===== src/rtl/mtk_map.svh =====
// Constants for the minute timekeeper: offsets, fields, reset values and timing
`ifndef MTK_MAP_SVH
`define MTK_MAP_SVH

`define MTK_CONTROL_ADDR 8'hcd
`define MTK_COUNT_ADDR 8'hce

`define MTK_CTRL_MIN_BIT 7
`define MTK_CTRL_HOLD_BIT 2
`define MTK_CTRL_LOAD_BIT 1
`define MTK_CTRL_STROBE_BIT 0

`define MTK_TERMINAL_COUNT 8'hef
`define MTK_COUNT_RESET 8'h00
`define MTK_CTRL_RESET 8'h00

`define MTK_CLK_HZ 125000000
`define MTK_TICK_HZ 4
`define MTK_DIV_WIDTH 25

`define MTK_HOST_CMD_OFFSET 12'h000
`define MTK_HOST_STATUS_OFFSET 12'h004
`define MTK_HOST_IRQ_STATUS_OFFSET 12'h008
`define MTK_HOST_IRQ_MASK_OFFSET 12'h00c

`define MTK_CMD_DATA_LSB 0
`define MTK_CMD_ADDR_LSB 8
`define MTK_CMD_WRITE_BIT 16
`define MTK_CMD_START_BIT 17
`define MTK_STAT_BUSY_BIT 0
`define MTK_STAT_RDATA_LSB 8
`define MTK_IRQ_MINUTE_BIT 0
`define MTK_IRQ_DONE_BIT 1
`define MTK_IRQ_WIDTH 2

`endif


===== src/rtl/mtk_sfr_if.sv =====
// Special function register link between controller and timekeeper
`timescale 1ns/1ps
interface mtk_sfr_if;
  logic [7:0] sfrAddr;
  logic [7:0] sfrWrData;
  logic sfrWrEn;
  logic [7:0] sfrRdData;
  logic minuteIrq;

  modport host (
    output sfrAddr,
    output sfrWrData,
    output sfrWrEn,
    input sfrRdData,
    input minuteIrq
  );

  modport device (
    input sfrAddr,
    input sfrWrData,
    input sfrWrEn,
    output sfrRdData,
    output minuteIrq
  );
endinterface


===== src/rtl/mtk_device.sv =====
// Minute timekeeper: always-on quarter-second counter with its two SFRs
`timescale 1ns/1ps
`include "mtk_map.svh"

module mtk_device #(
  parameter int unsigned TICK_DIV = `MTK_CLK_HZ / `MTK_TICK_HZ
) (
  input wire logic clk_sys, // System clock, 125 MHz
  input wire logic arst_n, // Primary reset, async, active low
  mtk_sfr_if.device sfr, // SFR link to the controller
  input wire logic supplyStablePin, // Converter sustains processor supply
  input wire logic converterActivePin, // Converter is running
  output logic converterStart, // Request to start converter and power up
  output logic quarterTick, // One-cycle pulse at each 4 Hz tick
  output logic [7:0] quarterCount // Live always-on count
);

  localparam logic [`MTK_DIV_WIDTH-1:0] DivLast = `MTK_DIV_WIDTH'(TICK_DIV - 1);

  function automatic logic [7:0] nextCount(input logic [7:0] cur);
    nextCount = (cur == `MTK_TERMINAL_COUNT) ? 8'h00 : 8'(cur + 8'h01);
  endfunction

  // Write decode for one SFR address
  function automatic logic sfrHit(input logic en, input logic [7:0] addr,
                                  input logic [7:0] want);
    sfrHit = en && (addr == want);
  endfunction

  // Bit 7 reads the true latch, so a read-modify-write of control is unsafe
  function automatic logic [7:0] ctrlImage(input logic minBit, input logic holdBit,
                                           input logic loadBit, input logic strobeBit);
    ctrlImage = {minBit, 4'h0, holdBit, loadBit, strobeBit};
  endfunction

  logic [`MTK_DIV_WIDTH-1:0] div_reg;
  logic stableMeta_reg;
  logic stable_reg;
  logic activeMeta_reg;
  logic active_reg;
  logic trueMin_reg;
  logic ctrlMin_reg;
  logic ctrlHold_reg;
  logic ctrlLoad_reg;
  logic ctrlStrobe_reg;
  logic [7:0] countSfr_reg;
  logic loadPending_reg;
  logic [7:0] loadValue_reg;
  logic [7:0] rdData_reg;
  logic [7:0] count_next;
  logic ctrlWrite;
  logic countWrite;
  logic strobeEdge;
  logic minuteEvent;

  assign ctrlWrite = sfrHit(sfr.sfrWrEn, sfr.sfrAddr, `MTK_CONTROL_ADDR);
  assign countWrite = sfrHit(sfr.sfrWrEn, sfr.sfrAddr, `MTK_COUNT_ADDR);
  // Only a low-to-high transition of the strobe bit hands values across
  assign strobeEdge = ctrlWrite && sfr.sfrWrData[`MTK_CTRL_STROBE_BIT] && !ctrlStrobe_reg;
  // A load lands at the next tick, so the live count keeps the old time until that tick
  assign count_next = loadPending_reg ? loadValue_reg : nextCount(quarterCount);
  assign minuteEvent = quarterTick && (count_next == `MTK_TERMINAL_COUNT);

  // Tick divider; the always-on side only moves on this enable
  always_ff @(posedge clk_sys or negedge arst_n) begin
    if (!arst_n) begin
      div_reg <= '0;
      quarterTick <= 1'b0;
    end else if (div_reg == DivLast) begin
      div_reg <= '0;
      quarterTick <= 1'b1;
    end else begin
      div_reg <= div_reg + 1'b1;
      quarterTick <= 1'b0;
    end
  end

  // Supply status arrives from the analogue side
  // Two flops per pin; a level shorter than one clock may be missed
  always_ff @(posedge clk_sys or negedge arst_n) begin
    if (!arst_n) begin
      stableMeta_reg <= 1'b0;
      stable_reg <= 1'b0;
      activeMeta_reg <= 1'b0;
      active_reg <= 1'b0;
    end else begin
      stableMeta_reg <= supplyStablePin;
      stable_reg <= stableMeta_reg;
      activeMeta_reg <= converterActivePin;
      active_reg <= activeMeta_reg;
    end
  end

  // Always-on counter; reset only by the primary reset, not by supply state
  always_ff @(posedge clk_sys or negedge arst_n) begin
    if (!arst_n) begin
      quarterCount <= `MTK_COUNT_RESET;
    end else if (quarterTick) begin
      quarterCount <= count_next;
    end
  end

  // Load request captured at the strobe edge, applied at the next tick
  always_ff @(posedge clk_sys or negedge arst_n) begin
    if (!arst_n) begin
      loadPending_reg <= 1'b0;
      loadValue_reg <= `MTK_COUNT_RESET;
    end else if (strobeEdge && ctrlLoad_reg) begin
      loadPending_reg <= 1'b1;
      loadValue_reg <= countSfr_reg;
    end else if (quarterTick) begin
      loadPending_reg <= 1'b0;
    end
  end

  // True minute latch; a tick event wins over a clearing strobe
  always_ff @(posedge clk_sys or negedge arst_n) begin
    if (!arst_n) begin
      trueMin_reg <= 1'b0;
    end else if (minuteEvent) begin
      trueMin_reg <= 1'b1;
    end else if (strobeEdge) begin
      trueMin_reg <= ctrlMin_reg;
    end
  end

  // Control SFR; the write-hold bit also clears itself once a load lands
  // A hold written without a load stays set until software clears it
  always_ff @(posedge clk_sys or negedge arst_n) begin
    if (!arst_n) begin
      ctrlMin_reg <= 1'b0;
      ctrlHold_reg <= 1'b0;
      ctrlLoad_reg <= 1'b0;
      ctrlStrobe_reg <= 1'b0;
    end else begin
      if (ctrlWrite) begin
        ctrlMin_reg <= sfr.sfrWrData[`MTK_CTRL_MIN_BIT];
        ctrlLoad_reg <= sfr.sfrWrData[`MTK_CTRL_LOAD_BIT];
        ctrlStrobe_reg <= sfr.sfrWrData[`MTK_CTRL_STROBE_BIT];
      end
      if (ctrlWrite) begin
        ctrlHold_reg <= sfr.sfrWrData[`MTK_CTRL_HOLD_BIT];
      end else if (quarterTick && loadPending_reg) begin
        ctrlHold_reg <= 1'b0;
      end
    end
  end

  // Count SFR; software write wins over a refresh in the same cycle
  always_ff @(posedge clk_sys or negedge arst_n) begin
    if (!arst_n) begin
      countSfr_reg <= `MTK_COUNT_RESET;
    end else if (countWrite) begin
      countSfr_reg <= sfr.sfrWrData;
    end else if (quarterTick && stable_reg && !ctrlHold_reg) begin
      countSfr_reg <= count_next;
    end
  end

  // Converter start request held until the converter reports running
  // No timeout: a converter that never reports running leaves the request up
  always_ff @(posedge clk_sys or negedge arst_n) begin
    if (!arst_n) begin
      converterStart <= 1'b0;
    end else if (minuteEvent && !active_reg) begin
      converterStart <= 1'b1;
    end else if (active_reg) begin
      converterStart <= 1'b0;
    end
  end

  // Reads show the true flag, not the written copy
  always_ff @(posedge clk_sys or negedge arst_n) begin
    if (!arst_n) begin
      rdData_reg <= 8'h00;
    end else begin
      case (sfr.sfrAddr)
        `MTK_CONTROL_ADDR: rdData_reg <= ctrlImage(trueMin_reg, ctrlHold_reg, ctrlLoad_reg,
                                                   ctrlStrobe_reg);
        `MTK_COUNT_ADDR: rdData_reg <= countSfr_reg;
        default: rdData_reg <= 8'h00;
      endcase
    end
  end

  assign sfr.sfrRdData = rdData_reg;
  assign sfr.minuteIrq = trueMin_reg;

endmodule


===== src/flat_wrapper.sv =====
// flat-port wrapper written by rule: the top's interface ports become plain ports
module mtk_device_flat 
#(
  parameter int unsigned TICK_DIV = `MTK_CLK_HZ / `MTK_TICK_HZ
)
  (clk_sys, arst_n, supplyStablePin, converterActivePin, converterStart, quarterTick, quarterCount, sfr_sfrAddr, sfr_sfrWrData, sfr_sfrWrEn, sfr_sfrRdData, sfr_minuteIrq);
  mtk_sfr_if sfr_i ();
  input wire logic clk_sys;
  input wire logic arst_n;
  input wire logic supplyStablePin;
  input wire logic converterActivePin;
  output logic converterStart;
  output logic quarterTick;
  output logic [7:0] quarterCount;
  input wire logic [$bits(sfr_i.sfrAddr)-1:0] sfr_sfrAddr;
  input wire logic [$bits(sfr_i.sfrWrData)-1:0] sfr_sfrWrData;
  input wire logic [$bits(sfr_i.sfrWrEn)-1:0] sfr_sfrWrEn;
  output wire logic [$bits(sfr_i.sfrRdData)-1:0] sfr_sfrRdData;
  output wire logic [$bits(sfr_i.minuteIrq)-1:0] sfr_minuteIrq;
  assign sfr_i.sfrAddr = sfr_sfrAddr;
  assign sfr_i.sfrWrData = sfr_sfrWrData;
  assign sfr_i.sfrWrEn = sfr_sfrWrEn;
  assign sfr_sfrRdData = sfr_i.sfrRdData;
  assign sfr_minuteIrq = sfr_i.minuteIrq;
  mtk_device #(.TICK_DIV(TICK_DIV)) u_core (.clk_sys(clk_sys), .arst_n(arst_n), .sfr(sfr_i), .supplyStablePin(supplyStablePin), .converterActivePin(converterActivePin), .converterStart(converterStart), .quarterTick(quarterTick), .quarterCount(quarterCount));
endmodule

===== config.mk =====
export PLATFORM = sky130hd
export DESIGN_NAME = mtk_device_flat
export DESIGN_NICKNAME = d
export VERILOG_FILES = /design/src/rtl/mtk_sfr_if.sv /design/src/rtl/mtk_device.sv /design/src/flat_wrapper.sv
export VERILOG_INCLUDE_DIRS = /design/src /design/src/rtl
export SDC_FILE = /design/constraint.sdc
export NUM_CORES = 1
export LEC_CHECK = 0
export BUFFER_PORTS_ARGS = -buffer_cell sky130_fd_sc_hd__buf_2
export CAP_MARGIN = 25
export CORE_ASPECT_RATIO = 1.75
export CORE_MARGIN = 2
export CORE_UTILIZATION = 55
export DETAILED_ROUTE_END_ITERATION = 7
export MAX_ROUTING_LAYER = met4
export PLACE_DENSITY_LB_ADDON = 0.1
export SYNTH_ARGS = -nofsm -noshare
export SYNTH_HDL_FRONTEND = slang
export SYNTH_SLANG_ARGS = --single-unit

===== constraint.sdc =====
create_clock -name clk_sys -period 3.86 [get_ports clk_sys]
set_input_delay 0.193 -clock clk_sys [delete_from_list [all_inputs] [get_ports clk_sys]]
set_output_delay 0.193 -clock clk_sys [all_outputs]
set_load 0.01 [all_outputs]

---- Word-level counts from Yosys, hierarchy flattened ----
Index checks and enable logic that the tools add are counted.
word-level totals
  input port bits ......................... 21
  flip-flop bits (word level) ............. 69
  word-level logic and storage cells ...... 57
operators by class
  eq/ne operators ......................... 5
  add/sub/neg operators ................... 2
  reductions and logical operators ........ 18
  muxes and demuxes ....................... 15
operators by type and width
  operator                                                          count
  8-bit == test (second input constant)                             4
  8-bit 2-to-1 mux                                                  4
  25-bit by 1-bit adder with 25-bit output (second input constant)  1
  25-bit == test (second input constant)                            1
  25-bit 2-to-1 mux                                                 1
  8-bit one-hot mux with 2 select lines                             1
  1-bit logical AND                                                 10
  2-bit nonzero test                                                5
  1-bit 2-to-1 mux                                                  9
  8-bit by 1-bit adder with 8-bit output (second input constant)    1
  1-bit zero test                                                   3

---- Longest topological paths before layout ----
Gate-level depths: netlist of run 1.
  depth after elaboration ................. 7
  gate-level depth with buffers ........... 7

---- Worst setup path after synthesis of run 1 ----
OpenSTA, ideal clock, no wires.
  path type ............................... register to register
  from .................................... register u_core.quarterCount[0]
  to ...................................... register u_core.converterStart
  arrival time ............................ 1.623 ns
  setup time .............................. 0.096 ns
  data required time ...................... 3.764 ns
  buffers on the path ..................... 0
  period minus slack after synthesis ...... 1.718 ns
  cell stages (with the launch flop) ...... 7
  setup slack ............................. 2.142 ns
  path through ............................ dfrtp_1 -> ha_1 -> nand4_1 -> o31a_1 -> a2bb2oi_1 -> nand2_1 -> o32ai_2
between the ends
  word-level cells in the longest chain between the ends .. 7
RTL lines
  what                                                                     RTL line           RTL
  from (decl)                                                              mtk_device.sv:15   output logic [7:0] quarterCount
  from (signal assigned)                                                   mtk_device.sv:97   quarterCount <= `MTK_COUNT_RESET;
  from (signal assigned)                                                   mtk_device.sv:99   quarterCount <= count_next;
  8-bit by 1-bit adder with 8-bit output or 8-bit == test (tied branches)  n/a
  8-bit 2-to-1 mux *                                                       mtk_device.sv:21   nextCount = (cur == `MTK_TERMINAL_COUNT) ? 8'h00 : 8'(cur + 8'h01);
  8-bit 2-to-1 mux *                                                       mtk_device.sv:61   assign count_next = loadPending_reg ? loadValue_reg : nextCount(quarterCount);
  8-bit == test (no line) *                                                n/a
  1-bit logical AND *                                                      mtk_device.sv:62   assign minuteEvent = quarterTick && (count_next == `MTK_TERMINAL_COUNT);
  1-bit logical AND *                                                      mtk_device.sv:165  end else if (minuteEvent && !active_reg) begin
  1-bit 2-to-1 mux or 2-bit nonzero test (tied branches)                   n/a
  to (signal assigned)                                                     mtk_device.sv:164  converterStart <= 1'b0;
  to (signal assigned)                                                     mtk_device.sv:166  converterStart <= 1'b1;
  to (signal assigned)                                                     mtk_device.sv:168  converterStart <= 1'b0;
  to (decl)                                                                mtk_device.sv:13   output logic converterStart,
Mark *: on every way between the ends. The rest lies on a longest branch, timed or not.
A chain may end at the register's enable or synchronous reset.

---- Final worst setup path of run 1 ----
  from .................................... register u_core.div_reg[0]
  to ...................................... register u_core.div_reg[22]
between the ends
  word-level cells in the longest chain between the ends .. 2
RTL lines
  what                                                                        RTL line                            RTL
  from (decl)                                                                 mtk_device.sv:36                    logic [`MTK_DIV_WIDTH-1:0] div_reg;
  from (signal assigned)                                                      mtk_device.sv:73                    div_reg <= div_reg + 1'b1;
  25-bit by 1-bit adder with 25-bit output or 25-bit == test (tied branches)  mtk_device.sv:73, mtk_device.sv:69
  25-bit 2-to-1 mux *                                                         mtk_device.sv:69                    end else if (div_reg == DivLast) begin
Marks and branches as above.

==> results.yml, run 1 <==
cells_and_area:
  num_antenna_cells: 0
  final_area_sq_um: 3730
  syn_to_final_growth_pct: 15.8
  largest_register_ffs: 25
  fin_nets: 357
  drive_above_1_share_pct: 24.8
timing:
  rsz0062_at_grt: "false"
  final-setup-viol-count: 0
  fin_setup_tns_ps: 0
  worst_pin_slew_ps: 859
  relSlewSlack_pct: 42.3
  min_period_ps: 2090
  hold_viol: 0
  skew_ps: 12.7
  fmaxAchievable_mhz: 479
  post-route-period-util_pct: 54.1
  final_max_slew_viol_count: 0
  fin_ws_ps: 1770
drt:
  first_pass_iters: 4
  routed_wl_mm: 6.83
  vias: 2289
  drtIter0Drc: 132
  ant_nets: 0
  wire_per_inst_um: 16.5
  drc: 0
  routed_via_density: 5.52
clock_network:
  clk_pin_slew_ps: 70
  post_cts_buffers: 0
  h-tree-depth: 3
  ctsRootBufferMaster: "clkbuf_8"
  cts_tree: "done"
  clkSinkCount: 69
  post_cts_resized: 0
  cts_buffers: 9
  cts_buffer_depth: 2
  clock_latency_ps: 350
  cts_hold_buf: 3
setup_path:
  worstPathArrival_ps: 2310
  reg2reg_slack_ps: 1770
  cp_max_fo: 17
  crit_path_start_kind: "flop"
  worstSetupPathType: "reg2reg"
  crit_required_ps: 4090
  endpoint_kind: "flop"
power_and_ir_drop:
  p_leak_nw: 1.82
  p_per_area_nw_per_um2: 390
  irDropWorstVdd_uv: 302
synthesis:
  yosysUniqueCellTypes: 51
  synth_top_area_share_pct: 53.6
  syn-num-nets: 310
  synth_edf_count: 0
  synth_top_area_cell: "dfrtp_1"
  yosysWarnings: 0
  async_reset_ff_share_pct: 100
  netlist_area_sq_um: 3220
  synth_area_leaders: "dfrtp_1 54%, mux2_2 6.3%, xor2_1 4.1%"
  yosysSeqAreaShare_pct: 53.6
  synth.avg_cell_area_sq_um: 11.2
  synth_cells: 287
  ys_ff_latch: 69
  synth_flop_cell: "dfrtp_1"
floorplan:
  die_area_sq_um: 6510
  start_util_pct: 57.2
  core_sq_um: 5630
  io_pins: 40
  placementRows: 36
  die_w_um: 61.9
  fp.dieH_um: 105
flow_run:
  maxCapViolCount: 0
placed_design:
  place_ws_ps: 1750
  hpwl_mm: 5.09
  gp_congestion: 0.822
  placed_area_sq_um: 3480
  portBuffers: 39
global_routing:
  grtUsageTotal_pct: 24.4
  grt-ovfl-total: 0
  grt_antenna_before_repair: 0
  grt_max_degree: 33
  grt_pass1_vias: 2454
  grt_pass1_wl_mm: 11.3
run_status:
  status: "completed"
min_path:
  min-delay-path-class: "in2reg"
-- metrics by stage --
stage | hold WS [ps] | cells | utilization [%] | total power, W
after CTS | 52.4 | 415 | 66.3 | 0.00147
after detailed placement | 271 | 396 | 61.8 | 0.000808
after global routing | 66.0 | 415 | 66.3 | 0.00151
after global placement | 267 | 396 | 61.8 | 0.000807
final | 62.7 | 415 | 66.3 | 0.00146
after floorplan | -103 | 287 | - | 0.000771
-- cells in the mapped netlist, types with 2 or more instances --
library cell,number
o31ai_1,2
a22oi_1,4
dfrtp_1,69
o21ai_0,13
o31a_1,2
nor4b_1,2
nand3b_1,2
buf_4,3
nor3b_1,2
mux2i_1,10
clkbuf_1,2
nand2_1,25
and2_1,4
a21oi_1,5
nor2b_1,2
nand3_1,16
nor2_1,29
nand4_1,11
and3_1,4
mux2_2,18
xnor2_1,8
or3_1,2
nand2b_1,4
ha_1,2
xor2_1,15
inv_1,6
-- path summary, 6_finish.rpt --
| path | to | from | cells after the start |
|---|---|---|---|
| min reg2reg | u_core.active_reg | u_core.activeMeta_reg | 0 |
| min in group asynchronous | u_core.loadValue_reg[5] | arst_n | 2 |
| max in group asynchronous | u_core.div_reg[20] | arst_n | 3 |
| max | u_core.div_reg[22] | u_core.div_reg[0] | 6 |
| min | u_core.countSfr_reg[5] | sfr_sfrWrData[5] | 3 |
| max reg2reg | u_core.div_reg[22] | u_core.div_reg[0] | 6 |
-- cell families (layout without fill, tap and decap cells) --
group,count (synthesis),in the layout,share of synthesized area [%]
fa+ha+maj,2,2,0.776
simple gates,118,118,20.8
xor+xnor,23,23,6.25
buf+inv,14,66,2.25
mux,28,28,9.39
flops,69,69,53.6
compound gates,33,33,6.95
-- layout by cell type (no fill, tap or decap), types with 3 or more instances in the layout --
cell type / instances
dfrtp_1: 69
buf_2: 39
nor2_1: 29
nand2_1: 25
mux2_2: 18
nand3_1: 16
xor2_1: 15
o21ai_0: 13
nand4_1: 11
clkbuf_8: 11
mux2i_1: 10
xnor2_1: 8
inv_1: 6
a21oi_1: 5
a22oi_1: 4
and2_1: 4
and3_1: 4
nand2b_1: 4
dlygate4sd3_1: 3
-- where the power goes --
part / total [W] / internal (W) / switching (W)
combinational: 0.0000502 / 0.0000216 / 0.0000286
sequential: 0.000745 / 0.000735 / 0.0000104
clock: 0.000663 / 0.000397 / 0.000265
-- area by class of cell --
type	count	area (sq um)
fillers	479	1900
flip-flops and latches	69	1730
multi-input cells	204	1420
repair buffers	44	240
clock buffers	12	155
well taps	76	95.1
clock inverters	4	70.1
inverters	6	22.5
-- metal layers --
metal	share of wire, %	GRT usage [%]
met5	0	-
met4	1.6	9.57
met3	2.6	5.52
met2	58	42.8
met1	38	25.1
-- critical path, stage by stage (launching register included) --
cell,delay [ps]
dfrtp_1,380
ha_1,190
nand3_1,210
nor4b_1,300
and4b_1,640
nand2b_1,180
mux2i_1,60
Power figures use the tool's default switching activity.
==> inputs of run 2 (changes only) <==
Settings changed: CORE_UTILIZATION 55 to 52.
Clock period 3.86 ns to 1.8 ns, I/O delays scaled along.
==> results.yml, run 2 (synthesis results as in run 1) <==
run_status:
  status: "completed"
global_routing:
  grt_pass1_wl_mm: 11.4
  grt_max_degree: 70
  grt_pass1_vias: 2483
  grt-ovfl-total: 0
  grt_antenna_before_repair: 0
  grtUsageTotal_pct: 22.8
setup_path:
  cp_max_fo: 10
  crit_required_ps: 2050
  max_stage_delay_ps: 460
  endpoint_kind: "flop"
  slowest_stage: "dfrtp_2"
  crit_path_start_kind: "flop"
  worstPathArrival_ps: 1950
  crit_chain: "nand4_1 > or3_1 > a32oi_2 > nand2b_1 > o32ai_2"
  worstSetupPathType: "reg2reg"
  reg2reg_slack_ps: 100
placed_design:
  hpwl_mm: 4.87
  gp_congestion: 0.866
  placed_area_sq_um: 3660
  place_ws_ps: -114
  portBuffers: 39
timing:
  post-route-period-util_pct: 94.6
  fin_ws_ps: 97.6
  rsz0062_at_grt: "false"
  min_period_ps: 1700
  skew_ps: 11.9
  fmaxAchievable_mhz: 587
  relSlewSlack_pct: 70.2
  worst_pin_slew_ps: 443
  final-setup-viol-count: 0
  hold_viol: 0
  final_max_slew_viol_count: 0
floorplan:
  fp.dieH_um: 108
  die_w_um: 63.5
  io_pins: 40
  placementRows: 38
  start_util_pct: 53.0
  die_area_sq_um: 6870
  core_sq_um: 6090
drt:
  first_pass_iters: 5
  routed_via_density: 5.39
  wire_per_inst_um: 15.1
  vias: 2432
  ant_nets: 0
  routed_wl_mm: 6.81
  drtIter0Drc: 129
  drc: 0
power_and_ir_drop:
  p_leak_nw: 1.98
  power_w: 0.00312
  irDropWorstVdd_uv: 743
  p_per_area_nw_per_um2: 766
clock_network:
  cts_buffer_depth: 2
  cts_tree: "done"
  h-tree-depth: 3
  clock_latency_ps: 350
  cts_buffers: 9
  ctsRootBufferMaster: "clkbuf_8"
  clkSinkCount: 69
  clk_pin_slew_ps: 80
cells_and_area:
  num_antenna_cells: 0
  syn_to_final_growth_pct: 26.5
  final_area_sq_um: 4080
  fin_nets: 389
  final_common_cell: "dfrtp_1"
  largest_register_ffs: 25
  mostFrequentLayoutCells: "66 x dfrtp_1, 39 x buf_2, 28 x nor2_1, 25 x nand2_1, 25 x buf_4"
  drive_above_1_share_pct: 32.3
flow_run:
  maxCapViolCount: 0
min_path:
  min-delay-path-class: "in2reg"
run 2: cell types whose count changed in the layout (fill, tap and decap cells not counted), sizes merged:
cell         delta
buf            +24
dlygate4sd3     +8
run 2: metrics by stage:
stage                     utilization [%]  instances  setup TNS, ps  hold WS [ps]
after floorplan                         -        287              0          -206
after global placement               60.2        422          -97.8           135
after detailed placement             60.2        422           -114           141
after CTS                            65.9        449              0          81.2
after global routing                 67.0        451              0          93.0
final                                67.0        451              0          91.1
run 2: worst paths after layout:
path	from	endpoint	depth (start not counted)
worst min register to register	u_core.activeMeta_reg	u_core.active_reg	0
max in group asynchronous	arst_n	u_core.quarterCount[3]	3
worst max-delay path	u_core.quarterCount[2]	u_core.converterStart	5
worst max register to register	u_core.quarterCount[2]	u_core.converterStart	5
min in group asynchronous	arst_n	u_core.loadPending_reg	3
worst min-delay path	sfr_sfrWrEn	u_core.countSfr_reg[0]	3
run 2: layer usage:
metal  GRT usage (%)  vias up  part of all wire (%)
met5               -        -                     0
met4            13.5        0                   2.8
met3            4.27       15                   2.3
met2            39.7       45                    57
met1            23.8     1197                    37
li1                -     1175                     -
run 2: what timing repair did:
item / in CTS / in global routing
pin swaps: 2 / 3
gates resized for setup: 3 / 10
endpoints found under the setup margin: 2 / 21
hold buffers: 11 / 0
cloned: 0 / 0
setup buffers: 0 / 2
endpoints found under the hold margin: 82 / 0
run 2: area by class of cell:
type                       count  area (sq um)
fill                         511          2010
timing repair buffer          76           513
clock buffer                  12           155
clock inverter                 4          70.1
tap                           80           100
inverter                       6          22.5
sequential                    69          1730
multi-input combinational    204          1490
run 2: where the power goes:
part / internal (W) / switching [W]
clock network: 0.000851 / 0.000556
logic: 0.0000599 / 0.0000610
registers: 0.00158 / 0.0000201
run 2: worst max-delay path: cells and delay by family (launching register included):
| kind | cells | cell delay, ps |
|---|---|---|
| simple gates | 3 | 610 |
| compound gates | 2 | 530 |
| flops | 1 | 460 |
==> inputs of run 3 (changes only) <==
Settings changed: CORE_MARGIN 2 to unset.
==> results.yml, run 3 (synthesis results as in run 1) <==
clock_network:
  clk_pin_slew_ps: 70
  cts_tree: "done"
  ctsRootBufferMaster: "clkbuf_8"
  cts_buffers: 9
  clkSinkCount: 69
  h-tree-depth: 3
  cts_buffer_depth: 2
  clock_latency_ps: 350
  post_cts_buffers: 0
setup_path:
  crit_end: "u_core.converterStart"
  rr_endpoint: "u_core.converterStart"
  rr_startpoint: "u_core.quarterCount[0]"
  cp_max_fo: 5
  endpoint_kind: "flop"
  crit_path_start_kind: "flop"
  reg2reg_slack_ps: 130
  worstPathArrival_ps: 1930
  worstSetupPathType: "reg2reg"
  reg2regPathDepth: 6
  startpoint: "u_core.quarterCount[0]"
  crit_required_ps: 2060
cells_and_area:
  final_common_cell: "dfrtp_1"
  regArea_sq_um: 1730
  largest_register_ffs: 25
  final_area_sq_um: 4010
  fin_nets: 389
  num_antenna_cells: 0
  mostFrequentLayoutCells: "69 x dfrtp_1, 39 x buf_2, 29 x nor2_1, 25 x nand2_1, 25 x buf_4"
  drive_above_1_share_pct: 30.0
  multi_input_area_sq_um: 1450
  num-fill-cells: 513
  syn_to_final_growth_pct: 24.3
floorplan:
  placementRows: 37
  die_w_um: 61.5
  fp.dieH_um: 106
  die_area_sq_um: 6530
  start_util_pct: 54.4
  core_sq_um: 5930
  io_pins: 40
global_routing:
  grt_max_degree: 27
  grt_pass1_wl_mm: 11.3
  grtUsageTotal_pct: 25.0
  grt_antenna_before_repair: 0
  grt-ovfl-total: 0
  grt_pass1_vias: 2493
power_and_ir_drop:
  p_per_area_nw_per_um2: 741
  p_leak_nw: 1.97
  irDropWorstVdd_uv: 606
timing:
  skew_ps: 9.06
  worst_pin_slew_ps: 649
  hold_viol: 0
  final_max_slew_viol_count: 0
  fin_hold_ws_ps: 10.2
  min_period_ps: 1670
  post-route-period-util_pct: 92.5
  rsz0062_at_grt: "false"
  final-setup-viol-count: 0
  relSlewSlack_pct: 56.8
  fmaxAchievable_mhz: 600
  fin_setup_tns_ps: 0
placed_design:
  gp_congestion: 0.874
  portBuffers: 39
  hpwl_mm: 5.14
  placed_area_sq_um: 3690
drt:
  routed_via_density: 5.40
  wire_per_inst_um: 15.3
  vias: 2417
  top_layer: "met4"
  ant_nets: 0
  drtIter0Drc: 113
  dr_wl_met2_mm: 3.80
  drc: 0
  wl_met3_um: 191
  first_pass_iters: 4
  wl_met1_mm: 2.57
  routed_wl_mm: 6.87
min_path:
  min-delay-path-class: "in2reg"
run_status:
  status: "completed"
flow_run:
  maxCapViolCount: 0
[run 3: changes by cell type in the layout (fill, tap and decap cells not counted), moves of 2 or more]
cell	before	now
clkbuf_1	1	3
clkinv_2	2	0
dfrtp_1	66	69
dfrtp_2	3	0
[run 3: report_power, final]
group / internal (W) / switching (W)
registers: 0.00158 / 0.0000194
clock network: 0.000710 / 0.000538
logic: 0.0000638 / 0.0000630
total: 0.00235 / 0.000621
[run 3: cell type report]
cell class	count	share of cell area, %
clock buffers	14	4.06
clock inverters	1	0.749
inverters	6	0.562
multi-input cells	204	36.1
flip-flops and latches	69	43.1
well taps	78	2.44
repair buffers	76	13.1
[run 3: timing repair]
action	in CTS	in global routing
pin swaps	0	2
hold buffers	10	0
gates resized for setup	1	4
hold endpoints to repair	33	0
setup endpoints to repair	1	16
[run 3: worst min path at each step]
stage / cells past startpoint / to / startpoint / slack [ps]
2_1_floorplan: 0 / u_core.activeMeta_reg / arst_n / -210
3_3_place_gp: 1 / u_core.quarterCount[5] / arst_n / 150
3_5_place_dp: 1 / u_core.sfr.sfrRdData[4] / arst_n / 150
4_1_cts: 2 / u_core.countSfr_reg[0] / sfr_sfrWrData[0] / 5
5_1_grt: 2 / u_core.ctrlStrobe_reg / sfr_sfrWrData[0] / 2
6_report: 2 / u_core.countSfr_reg[0] / sfr_sfrWrData[0] / 10
[run 3: metrics by stage]
| stage | instances | setup WS (ps) | power, W | utilization [%] |
|---|---|---|---|---|
| 2_1_floorplan | 287 | 81.7 | 0.00165 | - |
| 3_3_place_gp | 423 | 8.35 | 0.00174 | 62.3 |
| 3_5_place_dp | 423 | -38.4 | 0.00174 | 62.3 |
| 4_1_cts | 448 | 25.5 | 0.00300 | 67.4 |
| 5_1_grt | 448 | 25.3 | 0.00308 | 67.6 |
| 6_report | 448 | 134 | 0.00297 | 67.6 |
[run 3: worst max-delay path, cell delays in order, from the launching register on]
cell and delay, ps:
dfrtp_1 380, ha_2 230, nand3_1 90, nor2_1 80, o31ai_1 310, nand4bb_1 210
o32ai_2 280
[run 3: layer usage]
layer | track usage, % | vias to the layer above
met5 | - | -
met4 | 14.6 | 0
met3 | 5.96 | 26
met2 | 41.6 | 45
met1 | 25.4 | 1176
li1 | - | 1170
